File: src/shared/local_bus_defs.svh
// Constants for the local processor bus port
`ifndef LOCAL_BUS_DEFS_SVH
`define LOCAL_BUS_DEFS_SVH
`define ADDR_W 32
`define REG_OFF_W 12
`define SIZE_W 2
`define SIZE_UPPER_BIT 1
`define CS_WAIT_MAX 3
`define CS_CNT_W 2
`define STRAP_W 2
`endif

File: src/shared/local_bus_pkg.sv
// State types for the local processor bus port
package local_bus_pkg;
  typedef enum logic [1:0] {A_IDLE, A_REQ, A_OWN, A_NEG} arb_state_e;
  typedef enum logic [2:0] {S_IDLE, S_SEL, S_WAIT, S_ACK, S_NEG}
    slave_state_e;
  typedef enum logic [1:0] {M_IDLE, M_ARB, M_ADDR, M_DATA} master_state_e;
endpackage : local_bus_pkg

File: src/local_bus_port.sv
// Local processor bus port: slave capture, master cycles, arbitration
// Notes on behaviour
// - As slave, capture 32-bit address on edge where start strobe is low
// - As master, drive address after a clock edge; inputs otherwise
// - Register offset decoded from lowest 12 address bits only
// - Current bus owner asserts busy; request, grant, busy form handshake
// - Master asserts busy from clock edge, negates before releasing
// - Busy input sampled on clock edges to see if bus is taken
// - Optional asynchronous arbitration mode replaces synchronous handshake
// - At reset burst strap with size bit 1 select master/slave mode
// - As slave, drive transfer error to fail the current transfer
// - As master, sample transfer error on clock edge
// - Acknowledge plus error together means retry, not error
// - Arbiter grant lets device become master; grant sampled on edges
// - Master-enable strap high during PCI reset sets bus master enable
// - Bus request asserted and released from clock edges
// - Slave ends normal cycles with acknowledge, negated before release
`include "local_bus_defs.svh"
module local_bus_port (
  input wire logic clk,
  input wire logic rstn,
  input wire logic pci_reset_n,
  input wire logic async_arb_mode,
  input wire logic transfer_start_n_i,
  output logic transfer_start_n_o,
  output logic transfer_start_n_oe_n,
  input wire logic [`ADDR_W-1:0] addr_i,
  output logic [`ADDR_W-1:0] addr_o,
  output logic addr_oe_n,
  input wire logic [`SIZE_W-1:0] byte_count_code_i,
  output logic [`SIZE_W-1:0] byte_count_code_o,
  output logic byte_count_code_oe_n,
  input wire logic transfer_ack_n_i,
  output logic transfer_ack_n_o,
  output logic transfer_ack_n_oe_n,
  input wire logic transfer_error_n_i,
  output logic transfer_error_n_o,
  output logic transfer_error_n_oe_n,
  input wire logic register_chip_select_n,
  input wire logic pci_window_select_n,
  input wire logic slave_image_select,
  output logic arb_request_n,
  input wire logic arb_grant_n,
  input wire logic bus_occupied_n_i,
  output logic bus_occupied_n_o,
  output logic bus_occupied_n_oe_n,
  input wire logic burst_data_strap,
  input wire logic master_enable_strap,
  output logic [`STRAP_W-1:0] mode_strap,
  output logic bus_master_enable,
  output logic slave_start,
  output logic slave_is_reg,
  output logic [`REG_OFF_W-1:0] slave_offset,
  output logic [`ADDR_W-1:0] slave_addr,
  output logic [`SIZE_W-1:0] slave_size,
  output logic slave_image,
  input wire logic slave_done,
  input wire logic slave_fail,
  input wire logic slave_retry,
  input wire logic master_go,
  input wire logic [`ADDR_W-1:0] master_addr,
  input wire logic [`SIZE_W-1:0] master_size,
  output logic master_busy,
  output logic master_done,
  output logic master_error,
  output logic master_retried
);
  local_bus_pkg::slave_state_e s_q, s_d;
  local_bus_pkg::master_state_e m_q, m_d;
  logic [`CS_CNT_W-1:0] cnt_q, cnt_d;
  logic [`ADDR_W-1:0] saddr_q, maddr_q;
  logic [`SIZE_W-1:0] ssize_q, msize_q;
  logic simg_q, sreg_q, sstart_q;
  logic ack_n_q, ack_n_d, err_n_q, err_n_d;
  logic ts_n_q;
  logic mdone_q, merr_q, mretry_q;
  logic [`STRAP_W-1:0] strap_q;
  logic strap_done_q, bme_q;
  logic owned, want, sel_hit, ts_seen, hit_now, m_end;
  logic ack_in, err_in;
  // Arbitration handshake lives in its own module
  bus_arbitration arb (
    .clk(clk),
    .rstn(rstn),
    .want(want),
    .async_mode(async_arb_mode),
    .arb_grant_n(arb_grant_n),
    .bus_occupied_n_i(bus_occupied_n_i),
    .arb_request_n(arb_request_n),
    .bus_occupied_n_o(bus_occupied_n_o),
    .bus_occupied_n_oe_n(bus_occupied_n_oe_n),
    .owned(owned)
  );
  // Slave decode; our own start strobe must not look like a slave hit
  assign sel_hit = !register_chip_select_n || !pci_window_select_n;
  assign ts_seen = !transfer_start_n_i && !owned;
  assign hit_now = (s_q == local_bus_pkg::S_IDLE) ? ts_seen && sel_hit
                 : (s_q == local_bus_pkg::S_SEL) && sel_hit;
  // Slave sequencing: select, wait on user, acknowledge, negate
  always_comb begin
    s_d = s_q;
    cnt_d = cnt_q;
    ack_n_d = 1'b1;
    err_n_d = 1'b1;
    case (s_q)
      local_bus_pkg::S_IDLE: begin
        cnt_d = '0;
        if (ts_seen) begin
          s_d = sel_hit ? local_bus_pkg::S_WAIT : local_bus_pkg::S_SEL;
        end
      end
      local_bus_pkg::S_SEL: begin
        cnt_d = cnt_q + 1'b1;
        if (sel_hit) begin
          s_d = local_bus_pkg::S_WAIT;
        end else if (cnt_q == `CS_CNT_W'(`CS_WAIT_MAX - 1)) begin
          s_d = local_bus_pkg::S_IDLE; // Not for us
        end
      end
      local_bus_pkg::S_WAIT: begin
        if (slave_done) begin
          s_d = local_bus_pkg::S_ACK;
          ack_n_d = slave_fail && !slave_retry;
          err_n_d = !(slave_fail || slave_retry);
        end
      end
      local_bus_pkg::S_ACK: s_d = local_bus_pkg::S_NEG;
      local_bus_pkg::S_NEG: s_d = local_bus_pkg::S_IDLE;
      default: s_d = local_bus_pkg::S_IDLE;
    endcase
  end

  always_ff @(posedge clk or negedge rstn) begin
    if (!rstn) begin
      s_q <= local_bus_pkg::S_IDLE;
      cnt_q <= '0;
      ack_n_q <= 1'b1;
      err_n_q <= 1'b1;
    end else begin
      s_q <= s_d;
      cnt_q <= cnt_d;
      ack_n_q <= ack_n_d;
      err_n_q <= err_n_d;
    end
  end
  // Address and qualified signals captured with the start strobe
  always_ff @(posedge clk or negedge rstn) begin
    if (!rstn) begin
      saddr_q <= '0;
      ssize_q <= '0;
      simg_q <= 1'b0;
    end else if (s_q == local_bus_pkg::S_IDLE && ts_seen) begin
      saddr_q <= addr_i;
      ssize_q <= byte_count_code_i;
      simg_q <= slave_image_select;
    end
  end
  // Start pulse and register-vs-window flag taken at the select
  always_ff @(posedge clk or negedge rstn) begin
    if (!rstn) begin
      sstart_q <= 1'b0;
      sreg_q <= 1'b0;
    end else begin
      sstart_q <= hit_now;
      if (hit_now) begin
        sreg_q <= !register_chip_select_n;
      end
    end
  end
  // Offset comes from the latched address; a chip select that lands in
  // the strobe cycle still sees the captured address one edge later
  assign slave_addr = saddr_q;
  assign slave_offset = saddr_q[`REG_OFF_W-1:0];
  assign slave_size = ssize_q;
  assign slave_image = simg_q;
  assign slave_is_reg = sreg_q;
  assign slave_start = sstart_q;
  // Response pins driven in the assert and negate cycles only
  assign transfer_ack_n_o = ack_n_q;
  assign transfer_error_n_o = err_n_q;
  assign transfer_ack_n_oe_n = !(s_q == local_bus_pkg::S_ACK
                              || s_q == local_bus_pkg::S_NEG);
  assign transfer_error_n_oe_n = transfer_ack_n_oe_n;
  // Master termination decode; both low is a retry
  assign ack_in = !transfer_ack_n_i;
  assign err_in = !transfer_error_n_i;
  assign m_end = (m_q == local_bus_pkg::M_DATA) && (ack_in || err_in);
  // Master sequencing
  always_comb begin
    m_d = m_q;
    case (m_q)
      local_bus_pkg::M_IDLE: if (master_go) m_d = local_bus_pkg::M_ARB;
      local_bus_pkg::M_ARB: if (owned) m_d = local_bus_pkg::M_ADDR;
      local_bus_pkg::M_ADDR: m_d = local_bus_pkg::M_DATA;
      local_bus_pkg::M_DATA: if (m_end) m_d = local_bus_pkg::M_IDLE;
      default: m_d = local_bus_pkg::M_IDLE;
    endcase
  end

  always_ff @(posedge clk or negedge rstn) begin
    if (!rstn) begin
      m_q <= local_bus_pkg::M_IDLE;
      maddr_q <= '0;
      msize_q <= '0;
      ts_n_q <= 1'b1;
    end else begin
      m_q <= m_d;
      ts_n_q <= !(m_d == local_bus_pkg::M_ADDR); // Rescinded in data phase
      if (m_q == local_bus_pkg::M_IDLE && master_go) begin
        maddr_q <= master_addr;
        msize_q <= master_size;
      end
    end
  end
  // Outcome pulses, one cycle each
  always_ff @(posedge clk or negedge rstn) begin
    if (!rstn) begin
      mdone_q <= 1'b0;
      merr_q <= 1'b0;
      mretry_q <= 1'b0;
    end else begin
      mdone_q <= m_end && ack_in && !err_in;
      merr_q <= m_end && err_in && !ack_in;
      mretry_q <= m_end && ack_in && err_in;
    end
  end
  // Request ownership until the cycle ends; keeps bus during data phase
  assign want = (m_q != local_bus_pkg::M_IDLE) && !m_end;
  assign master_busy = (m_q != local_bus_pkg::M_IDLE);
  assign master_done = mdone_q;
  assign master_error = merr_q;
  assign master_retried = mretry_q;
  // Master pins float unless we own the bus and run a cycle
  assign addr_o = maddr_q;
  assign byte_count_code_o = msize_q;
  assign transfer_start_n_o = ts_n_q;
  assign addr_oe_n = !(owned && (m_q == local_bus_pkg::M_ADDR
                    || m_q == local_bus_pkg::M_DATA));
  assign byte_count_code_oe_n = addr_oe_n;
  assign transfer_start_n_oe_n = addr_oe_n;
  // Straps: mode taken at the first edge after reset release
  always_ff @(posedge clk or negedge rstn) begin
    if (!rstn) begin
      strap_done_q <= 1'b0;
      strap_q <= '0;
    end else if (!strap_done_q) begin
      strap_done_q <= 1'b1;
      strap_q <= {burst_data_strap, byte_count_code_i[`SIZE_UPPER_BIT]};
    end
  end
  // Master enable follows the strap for as long as PCI reset is held
  always_ff @(posedge clk or negedge rstn) begin
    if (!rstn) begin
      bme_q <= 1'b0;
    end else if (!pci_reset_n) begin
      bme_q <= master_enable_strap;
    end
  end
  assign mode_strap = strap_q;
  assign bus_master_enable = bme_q;
  slave_capture_a: assert property (@(posedge clk) disable iff (!rstn)
    s_q == local_bus_pkg::S_IDLE && ts_seen |=> saddr_q == $past(addr_i))
    else $error("slave address not captured");
  reg_offset_a: assert property (@(posedge clk) disable iff (!rstn)
    s_q == local_bus_pkg::S_IDLE && ts_seen
    |=> slave_offset == $past(addr_i[`REG_OFF_W-1:0]))
    else $error("offset not low address bits");
  ack_negate_a: assert property (@(posedge clk) disable iff (!rstn)
    s_q == local_bus_pkg::S_ACK |=> !transfer_ack_n_oe_n && transfer_ack_n_o
    ##1 transfer_ack_n_oe_n)
    else $error("acknowledge not negated before release");
  slave_error_a: assert property (@(posedge clk) disable iff (!rstn)
    s_q == local_bus_pkg::S_WAIT && slave_done && slave_fail && !slave_retry
    |=> !transfer_error_n_o && transfer_ack_n_o && !transfer_error_n_oe_n)
    else $error("slave error not driven");
  master_retry_a: assert property (@(posedge clk) disable iff (!rstn)
    m_q == local_bus_pkg::M_DATA && ack_in && err_in
    |=> master_retried && !master_error && !master_done)
    else $error("retry misread");
  master_error_a: assert property (@(posedge clk) disable iff (!rstn)
    m_q == local_bus_pkg::M_DATA && err_in && !ack_in
    |=> master_error && !master_retried)
    else $error("error not reported");
  float_idle_a: assert property (@(posedge clk) disable iff (!rstn)
    m_q == local_bus_pkg::M_IDLE |-> addr_oe_n && transfer_start_n_oe_n)
    else $error("master pins driven while idle");
  start_strobe_a: assert property (@(posedge clk) disable iff (!rstn)
    m_q == local_bus_pkg::M_ARB && owned
    |=> !transfer_start_n_o && !addr_oe_n ##1 transfer_start_n_o)
    else $error("start strobe wrong");
  bme_strap_a: assert property (@(posedge clk) disable iff (!rstn)
    !pci_reset_n |=> bus_master_enable == $past(master_enable_strap))
    else $error("master enable not strapped");
  cover_reg_access: cover property (@(posedge clk) disable iff (!rstn)
    slave_start && slave_is_reg ##[1:20] s_q == local_bus_pkg::S_NEG);
  cover_master_ok: cover property (@(posedge clk) disable iff (!rstn)
    master_go ##[1:40] master_done);
  cover_master_retry: cover property (@(posedge clk) disable iff (!rstn)
    master_retried);
endmodule : local_bus_port

File: src/bus_arbitration.sv
// Three-wire request/grant/busy arbitration for the local bus
module bus_arbitration (
  input wire logic clk,
  input wire logic rstn,
  input wire logic want,
  input wire logic async_mode,
  input wire logic arb_grant_n,
  input wire logic bus_occupied_n_i,
  output logic arb_request_n,
  output logic bus_occupied_n_o,
  output logic bus_occupied_n_oe_n,
  output logic owned
);
  local_bus_pkg::arb_state_e st_q, st_d;
  logic g1_q, g2_q, b1_q, b2_q;
  logic req_n_q, req_n_d, busy_n_q, busy_n_d;
  logic grant_n, occ_n, may_take;

  // Two-flop synchronisers for the asynchronous arbitration mode
  always_ff @(posedge clk or negedge rstn) begin
    if (!rstn) begin
      g1_q <= 1'b1;
      g2_q <= 1'b1;
      b1_q <= 1'b1;
      b2_q <= 1'b1;
    end else begin
      g1_q <= arb_grant_n;
      g2_q <= g1_q;
      b1_q <= bus_occupied_n_i;
      b2_q <= b1_q;
    end
  end

  // Async mode costs two cycles of latency on grant and busy
  assign grant_n = async_mode ? g2_q : arb_grant_n;
  assign occ_n = async_mode ? b2_q : bus_occupied_n_i;
  assign may_take = !grant_n && occ_n;

  // Next state and pin levels
  always_comb begin
    st_d = st_q;
    req_n_d = req_n_q;
    busy_n_d = busy_n_q;
    case (st_q)
      local_bus_pkg::A_IDLE: begin
        if (want) begin
          st_d = local_bus_pkg::A_REQ;
          req_n_d = 1'b0;
        end
      end
      local_bus_pkg::A_REQ: begin
        if (!want) begin
          st_d = local_bus_pkg::A_IDLE;
          req_n_d = 1'b1;
        end else if (may_take) begin
          st_d = local_bus_pkg::A_OWN;
          req_n_d = 1'b1;
          busy_n_d = 1'b0;
        end
      end
      local_bus_pkg::A_OWN: begin
        if (!want) begin
          st_d = local_bus_pkg::A_NEG;
          busy_n_d = 1'b1;
        end
      end
      local_bus_pkg::A_NEG: st_d = local_bus_pkg::A_IDLE;
      default: st_d = local_bus_pkg::A_IDLE;
    endcase
  end

  always_ff @(posedge clk or negedge rstn) begin
    if (!rstn) begin
      st_q <= local_bus_pkg::A_IDLE;
      req_n_q <= 1'b1;
      busy_n_q <= 1'b1;
    end else begin
      st_q <= st_d;
      req_n_q <= req_n_d;
      busy_n_q <= busy_n_d;
    end
  end

  assign arb_request_n = req_n_q;
  assign bus_occupied_n_o = busy_n_q;
  assign owned = (st_q == local_bus_pkg::A_OWN);
  // Busy pin driven while owning and for the negation cycle
  assign bus_occupied_n_oe_n = !(owned || st_q == local_bus_pkg::A_NEG);

  busy_release_a: assert property (@(posedge clk) disable iff (!rstn)
    $rose(bus_occupied_n_oe_n) |-> $past(bus_occupied_n_o) == 1'b1)
    else $error("busy released without negation");
  grant_take_a: assert property (@(posedge clk) disable iff (!rstn)
    st_q == local_bus_pkg::A_REQ && want && may_take
    |=> owned && arb_request_n && !bus_occupied_n_o)
    else $error("grant not taken");
  owner_busy_a: assert property (@(posedge clk) disable iff (!rstn)
    owned |-> !bus_occupied_n_o && !bus_occupied_n_oe_n)
    else $error("owner not showing busy");
endmodule : bus_arbitration

File: config.mk
export PLATFORM = sky130hd
export DESIGN_NAME = local_bus_port
export DESIGN_NICKNAME = d
export VERILOG_FILES = /design/src/shared/local_bus_pkg.sv /design/src/local_bus_port.sv /design/src/bus_arbitration.sv
export VERILOG_INCLUDE_DIRS = /design/src /design/src/shared
export SDC_FILE = /design/constraint.sdc
export NUM_CORES = 1
export LEC_CHECK = 0
export BUFFER_PORTS_ARGS = -buffer_cell sky130_fd_sc_hd__buf_4
export CAP_MARGIN = 30
export CORE_ASPECT_RATIO = 0.8
export CORE_UTILIZATION = 49
export DETAILED_ROUTE_END_ITERATION = 8
export PLACE_DENSITY_LB_ADDON = 0.12
export SLEW_MARGIN = 25
export SYNTH_ARGS = -nofsm -noshare
export SYNTH_HDL_FRONTEND = slang
export SYNTH_SLANG_ARGS = --single-unit
File: constraint.sdc
create_clock -name clk -period 5.65 [get_ports clk]
set_input_delay 1.13 -clock clk [delete_from_list [all_inputs] [get_ports clk]]
set_output_delay 1.13 -clock clk [all_outputs]
set_load 0.005 [all_outputs]
# After elaboration in Yosys (flattened, before gate mapping)
# Cells that the tools add are included.
# word_totals
ff_bits	96
latch_bits	0
mem_bits_rw	0
rom_bits	0
inputBits	86
out_inout_bits	101
elab_cells	124
mem_count	0
# classes
add_sub_neg	1
mul	0
n_div	0
magnitude_cmp	0
eq_ne	20
n_shift	0
muxes	31
n_bitwise	0
reduce_logical	46
# ops
operator	count
2-bit two-way mux	8
2-bit case mux with 4 select lines	2
1-bit logical AND	15
1-bit zero test	14
1-bit two-way mux	13
2-bit equality test, second input constant	6
3-bit two-way mux	4
3-bit case mux with 4 select lines	1
3-bit AND reduction	3
2-bit nonzero test	4
3-bit by 2-bit equality test with 1-bit output, second input constant	2
1-bit logical OR	6
2-bit by 1-bit != test with 1-bit output, second input constant	3
2-bit != test, second input constant	3
2-bit by 1-bit equality test with 1-bit output, second input constant	2
2-bit zero test	2
1-bit case mux with 2 select lines	2
2-bit case mux with 2 select lines	1
4-bit AND reduction	1
3-bit by 1-bit equality test with 1-bit output, second input constant	1
3-bit equality test, second input constant	1
3-bit zero test	1
3-bit by 2-bit != test with 1-bit output, second input constant	1
3-bit != test, second input constant	1
2-bit by 1-bit adder with 2-bit output, second input constant	1

# Depth between registers and ports, before layout
# Gate-level depths: netlist (run 1).
# depth
depth_word	7
mapped_depth	5
mapped_depth_nobuf	4

# Cells and area by module
# From an unflattened synthesis (run 1), not the netlist that was laid out.
# hier_totals
cells_unflattened	253
area_unflattened_um2	3853.7
# by_module_without_submodules
mod	instances	cells_each	area_per_inst_um2	seq_area_each_um2
local_bus_port	1	230	3544.6	2205.9
bus_arbitration	1	23	309.0	207.7

# Least setup slack after synthesis (run 1)
# OpenSTA, ideal clock, no wires.
# synth_path
path_kind	input port to flip-flop
startpoint	in transfer_start_n_i
endpoint	reg saddr_q[0] (netlist: slave_addr[0])
setup_ns	0.125
t_arrival_ns	2.156
required_time_ns	5.525
path_slack_ns	3.370
path_stages	3
path_buffers	1
path_cell_list	nor4_4 > buf_6 > mux2_2
# synth_between
elab_chain_cells	3
# synth_lines
element	line	rtl
start: declaration	local_bus_port.sv:24	input wire logic transfer_start_n_i,
1-bit zero test	local_bus_port.sv:96	assign ts_seen = !transfer_start_n_i && !owned;
1-bit logical AND	local_bus_port.sv:96	
1-bit logical AND	local_bus_port.sv:152	end else if (s_q == local_bus_pkg::S_IDLE && ts_seen) begin
end signal: assignment	local_bus_port.sv:153	saddr_q <= addr_i;
end: declaration	local_bus_port.sv:71	logic [`ADDR_W-1:0] saddr_q, maddr_q;
# No other way between the ends.
# A chain may end at the register's enable or synchronous reset.

# Worst setup path after layout (run 1)
# layout_path
startpoint	reg s_q[0]
endpoint	out transfer_ack_n_oe_n
# layout_between
elab_chain_cells	3
elab_cells_between_ends	4
cone_classes	2 x eq/ne; 2 x reduce/logical
# layout_lines
element	line	rtl
start: declaration	local_bus_port.sv:68	local_bus_pkg::slave_state_e s_q, s_d;
start signal: assignment	local_bus_port.sv:135	s_q <= local_bus_pkg::S_IDLE;
3-bit by 2-bit equality test with 1-bit output / 3-bit equality test (equally long branches)	local_bus_port.sv:181, local_bus_port.sv:182	
1-bit logical OR *	local_bus_port.sv:182	|| s_q == local_bus_pkg::S_NEG);
1-bit zero test *	local_bus_port.sv:181	assign transfer_ack_n_oe_n = !(s_q == local_bus_pkg::S_ACK
end: declaration	local_bus_port.sv:35	output logic transfer_ack_n_oe_n,
# Mark *: on every way between the ends. The rest lies on a longest branch, timed or not.

==> flow_metrics.env, run 1 <==
export IMPL_worst_slew_pin_slew_ns=0.668
export IMPL_fin_skew_ns=0.00960
export IMPL_holdPathEnd="arb.g2_q"
export IMPL_crit_path_end_kind="primary output"
export IMPL_cap_viol_max_count=0
export IMPL_synth_xor_xnor_area_share=0
export IMPL_path_class="register to primary output"
export IMPL_hold_slack_ns=0.360
export IMPL_core_mm2=0.00739
export IMPL_mostFrequentLayoutCell="buf_4"
export IMPL_rows=28
export IMPL_grt_pass1_wl_mm=11.8
export IMPL_drc_errors=0
export IMPL_relSlewSlack=0.549
export IMPL_worstSkewPairLatency_ns=0.35
export IMPL_h_tree_depth=3
export IMPL_final_cell_mix="189 x buf_4, 87 x dfrtp_1, 68 x mux2_2"
export IMPL_synth_compound_area_frac=0.0337
export IMPL_status="finished clean"
export IMPL_hold_path_class="register to register"
export IMPL_crit_required_ns=4.52
export IMPL_drt_pass1_iterations=4
export IMPL_rsz0062_at_grt="false"
export IMPL_synth_avg_cell_area_um2=14.9
export IMPL_p_leak_nw=2.55
export IMPL_vias=2580
export IMPL_synth_ff_type="dfrtp_1"
export IMPL_hp_start="arb.g1_q"
export IMPL_powerDensity_mw_per_mm2=521
export IMPL_synth_cell_type_count=35
export IMPL_drt_initial_drc_count=49
export IMPL_worstPathMaxFanout=9
export IMPL_clk_pin_slew_worst_paths_ns=0.09
export IMPL_drtAntennaViolNets=0
export IMPL_synthSimpleGateAreaFrac=0.0483
export IMPL_cp_arrival_ns=1.41
export IMPL_tns_ns=0
export IMPL_synth_top_area_frac=0.580
export IMPL_clkSinkCount=96
export IMPL_drive_gt1_frac=0.654
export IMPL_min_period_over_period=0.450
export IMPL_hold_buffers=0
export IMPL_place_gp_congestion=0.731
export IMPL_synth_fa_ha_area_frac=0.00333
export IMPL_antenna_found_initial=0
export IMPL_grt_pass1_vias=2397
export IMPL_synth_edf_count=0
export IMPL_pin_count=187
export IMPL_grt_overflow=0
export IMPL_avgRoutedWirePerCell_um=14.5
export IMPL_r2r_end="slave_addr[3]"
export IMPL_syn_num_nets=339
export IMPL_async_reset_ff_frac=1.00
export IMPL_cts_buffers=9
export IMPL_post_dp_hpwl_mm=5.91
export IMPL_port_buffers=186
export IMPL_cts_tree="yes"
export IMPL_fmax_mhz=393
export IMPL_grtUsageTotal=0.195
export IMPL_synth_top_family_by_area="multiplexers"
export IMPL_die_x_um=99.9
export IMPL_die_area_mm2=0.00802
export IMPL_cts_root_buffer="clkbuf_8"
export IMPL_reg2regPathDepth=4
export IMPL_slew_violations=0
export IMPL_nets=516
export IMPL_synthCells=252
export IMPL_holdPathStages=0
export IMPL_start_kind="register"
export IMPL_r2r_start="s_q[2]"
export IMPL_ys_warn_count=0
export IMPL_cts_resized_gates=0
export IMPL_initial_core_util=0.508
export IMPL_synth_seq_cells=96
export IMPL_syn_to_final_growth_pct=41.7
export IMPL_muxShareOfSynthArea=0.216
export IMPL_grt_start_max_net_pins=50
export IMPL_die_h_um=80.3
export IMPL_hold_viol_final=0
export IMPL_r2r_setup_slack_ns=3.49
export IMPL_min_period_ns=2.54
export IMPL_synthTopCellsByArea="dfrtp_1 58%, mux2_2 20%, dfstp_2 6.3%"
export IMPL_ir_drop_uv=343
export IMPL_cts_buffer_depth=2
export IMPL_synthesis_area_mm2=0.00375
export IMPL_yosys_area_top_type="dfrtp_1"
export IMPL_via_per_inst=4.79
export IMPL_ys_seq_area_frac=0.643
export IMPL_post_cts_buffers=0
export IMPL_routed_wl_mm=7.81
export IMPL_n_antenna_cell=0
export IMPL_finalSetupViolations=0
power breakdown:
part	total (mW)	internal (mW)	switching, mW	leakage, nW
combinational	1.15	0.742	0.406	1.33
clock	0.430	0.207	0.223	0.0908
sequential	1.19	1.00	0.188	1.14
total	2.77	1.95	0.818	2.55
area by class of cell:
| type | instances | area [µm²] |
|---|---|---|
| sequential | 96 | 2410 |
| fill | 503 | 2070 |
| timing repair buffer | 189 | 1420 |
| multi-input combinational | 125 | 1130 |
| clock buffer | 12 | 135 |
| tap | 105 | 131 |
| clock inverter | 4 | 55.1 |
| inverter | 8 | 30.0 |
synthesized netlist by cell type, types with 2 or more instances:
library cell	instances
buf_6	3
dfstp_2	9
mux2_2	68
o21ai_0	6
nor3_1	2
and2_1	2
clkbuf_1	2
buf_4	18
mux2_1	4
inv_1	8
dfrtp_1	87
a31oi_1	2
nor2_1	8
or2_2	2
nand2_1	9
nor3b_1	3
cell families (layout without fill, tap and decap cells):
family                   count (synthesis)  after routing
adder cells (fa/ha/maj)                  1              1
buffers and inverters                   31            213
AO/OA/AOI/OAI                           19             19
other                                    1              1
AND/OR/NAND/NOR                         32             32
multiplexers                            72             72
flip-flops                              96             96
worst max-delay path: stages, from the launching register on:
cell	delay, ns
dfrtp_1	0.53
nor3b_1	0.28
a21oi_1	0.10
buf_4	0.15
metal layers:
layer / part of all wire / up-vias / track usage
li1: - / 1213 / -
met1: 0.41 / 1251 / 0.235
met2: 0.50 / 106 / 0.329
met3: 0.077 / 10 / 0.0609
met4: 0.014 / 0 / 0.0721
met5: 0 / - / 0
worst max path at each step:
| stage | start | endpoint | depth (start not counted) |
|---|---|---|---|
| after floorplan | transfer_start_n_i | slave_addr[0] | 3 |
| after global placement | transfer_start_n_i | slave_addr[8] | 4 |
| after detailed placement | transfer_start_n_i | slave_addr[3] | 4 |
| after CTS | s_q[0] | transfer_ack_n_oe_n | 3 |
| after global routing | s_q[0] | transfer_error_n_oe_n | 3 |
| final | s_q[0] | transfer_ack_n_oe_n | 3 |
metrics by stage:
step	total power [mW]	utilization	instances	setup WS, ns	cell area [µm²]
detailed placement	2.38	0.694	523	2.88	5130
global route	2.96	0.720	539	2.97	5320
floorplan	1.77	-	252	3.37	3750
global placement	2.33	0.694	523	2.94	5130
CTS	2.81	0.720	539	3.08	5320
finish	2.77	0.720	539	3.11	5320
Power figures use the tool's default switching activity.
==> run 2, diff against run 1 <==
Settings changed: CORE_UTILIZATION 49 to 45.
Clock period 5.65 ns to 2.55 ns, I/O delays scaled along.
==> flow_metrics.env, run 2 (synthesis results as in run 1) <==
export IMPL_status="finished clean"
export IMPL_core_mm2=0.00802
export IMPL_avgRoutedWirePerCell_um=15.4
export IMPL_worst_slew_pin_slew_ns=0.757
export IMPL_fin_area_mm2=0.00540
export IMPL_start_kind="register"
export IMPL_dpl_cell_area_mm2=0.00515
export IMPL_h_tree_depth=3
export IMPL_crit_required_ns=2.04
export IMPL_rows=29
export IMPL_nets=517
export IMPL_grtUsageTotal=0.200
export IMPL_die_area_mm2=0.00872
export IMPL_relSlewSlack=0.489
export IMPL_via_per_inst=4.81
export IMPL_final_cell_mix="189 x buf_4, 87 x dfrtp_1, 68 x mux2_2, 10 x clkbuf_8"
export IMPL_grt_pass1_vias=2736
export IMPL_p_leak_nw=2.58
export IMPL_initial_core_util=0.468
export IMPL_mostFrequentLayoutCell="buf_4"
export IMPL_cts_resized_gates=0
export IMPL_fmax_mhz=509
export IMPL_grt_overflow=0
export IMPL_post_dp_hpwl_mm=6.21
export IMPL_hold_buffers=0
export IMPL_path_class="register to primary output"
export IMPL_post_cts_buffers=0
export IMPL_drt_pass1_iterations=5
export IMPL_p_total_mw=6.39
export IMPL_clk_pin_slew_worst_paths_ns=0.09
export IMPL_min_period_ns=1.97
export IMPL_grt_pass1_wl_mm=13.4
export IMPL_rsz0062_at_grt="false"
export IMPL_powerDensity_mw_per_mm2=1180
export IMPL_fin_ws_ns=0.584
export IMPL_routed_wl_mm=8.33
export IMPL_crit_path_end_kind="primary output"
export IMPL_finalSetupViolations=0
export IMPL_pin_count=187
export IMPL_min_period_over_period=0.771
export IMPL_port_buffers=186
export IMPL_hold_viol_final=0
export IMPL_cts_buffers=9
export IMPL_die_h_um=83.7
export IMPL_hold_path_class="input port to async pin"
export IMPL_worstPathMaxFanout=9
export IMPL_clkSinkCount=96
export IMPL_worstSkewPairLatency_ns=0.36
export IMPL_die_x_um=104
export IMPL_fin_skew_ns=0.00697
export IMPL_slew_violations=0
export IMPL_cp_arrival_ns=1.46
export IMPL_ir_drop_uv=601
export IMPL_hold_slack_ns=0.0980
export IMPL_cts_buffer_depth=2
export IMPL_tns_ns=0
export IMPL_drive_gt1_frac=0.661
export IMPL_grt_start_max_net_pins=49
export IMPL_pre_cts_slack_ns=0.666
export IMPL_cts_root_buffer="clkbuf_8"
export IMPL_cts_tree="yes"
export IMPL_n_antenna_cell=0
export IMPL_drt_initial_drc_count=75
export IMPL_antenna_found_initial=0
export IMPL_cap_viol_max_count=0
export IMPL_drtAntennaViolNets=0
export IMPL_place_gp_congestion=0.754
export IMPL_syn_to_final_growth_pct=43.7
export IMPL_vias=2605
export IMPL_drc_errors=0
==> run 2: cell count changes in the layout (fill, tap and decap cells not counted), sizes merged <==
cell / delta
clkbuf: -2
clkinv: -2
buf: +1
bufinv: +2
clkinvlp: +1
==> run 2: final cells by class <==
class,count,area (µm²)
Timing Repair Buffer,190,1440
Tap cell,108,135
Clock buffer,10,138
Multi-Input combinational cell,125,1130
Sequential cell,96,2410
Clock inverter,5,105
Fill cell,622,2620
Inverter,8,30.0
==> run 2: metal layers <==
layer	track usage	wire length [µm]	vias up
li1	-	-	1207
met1	0.239	3370	1272
met2	0.339	4280	115
met3	0.0671	569	11
met4	0.0688	106	0
met5	0	0	-
==> run 2: path summary, 6_finish.rpt <==
check / startpoint / endpoint / slack (ns) / depth (start not counted)
max in group asynchronous: rstn / transfer_error_n_o / 1.76 / 2
max: s_q[0] / transfer_ack_n_oe_n / 0.58 / 3
max reg2reg: s_q[2] / slave_addr[7] / 0.66 / 4
min in group clk: arb_grant_n / arb.g1_q / 0.26 / 1
min reg2reg: arb.b1_q / arb.b2_q / 0.36 / 0
min: rstn / addr_o[8] / 0.1 / 1
==> run 2: power breakdown <==
group	switching, mW	leakage (nW)	internal, mW
logic	0.922	1.33	1.65
clock network	0.512	0.115	0.672
registers	0.416	1.14	2.22
==> run 2: critical path: stages, from the launching register on <==
cell     delay [ns]
dfrtp_1        0.52
nor3b_1        0.32
a21oi_1        0.11
buf_4          0.15
==> run 2: metrics by stage <==
step | cells | utilization
6_report | 542 | 0.673
5_1_grt | 542 | 0.673
4_1_cts | 542 | 0.673
3_5_place_dp | 527 | 0.643
3_3_place_gp | 527 | 0.643
2_1_floorplan | 252 | -
==> run 3, diff against run 2 <==
Settings changed: CORE_UTILIZATION 45 to 41.
Clock period 2.55 ns to 1.7 ns, I/O delays scaled along.
==> flow_metrics.env, run 3 (synthesis results as in run 1) <==
export IMPL_die_area_mm2=0.00955
export IMPL_slew_violations=0
export IMPL_hold_path_class="input port to async pin"
export IMPL_crit_start="s_q[1]"
export IMPL_crit_required_ns=1.91
export IMPL_clk_pin_slew_worst_paths_ns=0.06
export IMPL_drc_errors=0
export IMPL_n_antenna_cell=0
export IMPL_rows=30
export IMPL_min_period_over_period=0.970
export IMPL_avgRoutedWirePerCell_um=14.7
export IMPL_cap_viol_max_count=0
export IMPL_status="finished clean"
export IMPL_finalSetupViolations=0
export IMPL_port_buffers=186
export IMPL_tns_ns=0
export IMPL_antenna_found_initial=0
export IMPL_clkSinkCount=96
export IMPL_path_class="register to register"
export IMPL_mostFrequentLayoutCell="buf_4"
export IMPL_r2r_setup_slack_ns=0.05
export IMPL_p_leak_nw=2.67
export IMPL_core_mm2=0.00867
export IMPL_relSlewSlack=0.668
export IMPL_cts_tree="yes"
export IMPL_grt_start_max_net_pins=97
export IMPL_die_x_um=109
export IMPL_cts_buffers=9
export IMPL_worstPathMaxFanout=36
export IMPL_reg2regPathDepth=4
export IMPL_grt_overflow=0
export IMPL_hold_viol_final=0
export IMPL_r2r_start="s_q[1]"
export IMPL_post_dp_hpwl_mm=6.06
export IMPL_cts_buffer_depth=2
export IMPL_drtAntennaViolNets=0
export IMPL_fin_skew_ns=0.00537
export IMPL_min_period_ns=1.65
export IMPL_h_tree_depth=3
export IMPL_fin_ws_ns=0.0517
export IMPL_ir_drop_uv=846
export IMPL_drive_gt1_frac=0.669
export IMPL_pin_count=187
export IMPL_worstSkewPairLatency_ns=0.32
export IMPL_place_gp_congestion=0.701
export IMPL_grt_pass1_wl_mm=12.5
export IMPL_powerDensity_mw_per_mm2=1800
export IMPL_cts_root_buffer="clkbuf_16"
export IMPL_drt_initial_drc_count=72
export IMPL_start_kind="register"
export IMPL_nets=526
export IMPL_fmax_mhz=607
export IMPL_rsz0062_at_grt="false"
export IMPL_grt_pass1_vias=2582
export IMPL_pre_cts_slack_ns=0.0531
export IMPL_final_cell_mix="195 x buf_4, 87 x dfrtp_1, 68 x mux2_2"
export IMPL_worst_slew_pin_slew_ns=0.492
export IMPL_vias=2624
export IMPL_initial_core_util=0.433
export IMPL_drt_pass1_iterations=4
export IMPL_via_per_inst=4.72
export IMPL_r2r_end="slave_addr[3]"
export IMPL_die_h_um=87.6
export IMPL_syn_to_final_growth_pct=48.4
export IMPL_routed_wl_mm=8.15
export IMPL_grtUsageTotal=0.172
export IMPL_cp_arrival_ns=1.85
export IMPL_crit_path_end_kind="register"
==> run 3: timing repair <==
action | 4_1_cts | 5_1_grt
buffers inserted | 3 | 0
hold buffers | 0 | 0
gates resized for setup | 3 | 1
hold endpoints to repair | 0 | 0
endpoints found under the setup margin | 2 | 2
==> run 3: layer usage <==
layer	part of all wire	GRT usage	routed length [µm]	vias to the layer above
li1	-	-	-	1235
met3	0.092	0.0558	747	9
met1	0.40	0.213	3230	1262
met5	0	0	0	-
met2	0.50	0.289	4060	118
met4	0.013	0.0528	109	0
==> run 3: cell type report <==
cell class / count / area, µm²
Clock inverter: 4 / 53.8
Tap cell: 112 / 140
Inverter: 8 / 30.0
Sequential cell: 96 / 2410
Clock buffer: 12 / 246
Multi-Input combinational cell: 125 / 1150
Fill cell: 689 / 3100
Timing Repair Buffer: 199 / 1540
==> run 3: how the worst max path moves through the flow <==
stage / endpoint / slack [ns] / cells after the start
after detailed placement: slave_addr[29] / 0.05 / 4
after CTS: slave_addr[29] / 0.04 / 4
after floorplan: slave_addr[0] / -0.03 / 4
after global placement: slave_addr[22] / 0.11 / 4
after global routing: slave_addr[19] / 0.002 / 4
final: slave_addr[3] / 0.05 / 4
==> run 3: where the power goes <==
group | internal, mW | total, mW | switching [mW]
logic | 2.67 | 4.15 | 1.48
registers | 3.34 | 3.90 | 0.560
clock network | 1.18 | 1.98 | 0.799
total | 7.20 | 10.0 | 2.84
==> run 3: worst max-delay path, cell delays in order, from the launching register on <==
cell and delay (ns):
dfrtp_1 0.41, or2_4 0.28, nor4_4 0.19, buf_12 0.26, mux2_2 0.36
==> run 3: per-stage QoR <==
step	hold WS, ns	power (mW)	instance area [µm²]	cells	utilization
floorplan	0.0444	5.88	3760	252	-
global placement	0.346	7.92	5230	537	0.603
detailed placement	0.348	8.09	5230	537	0.603
CTS	0.0805	10.2	5570	556	0.642
global route	0.101	10.7	5570	556	0.643
finish	0.0583	10.0	5570	556	0.643
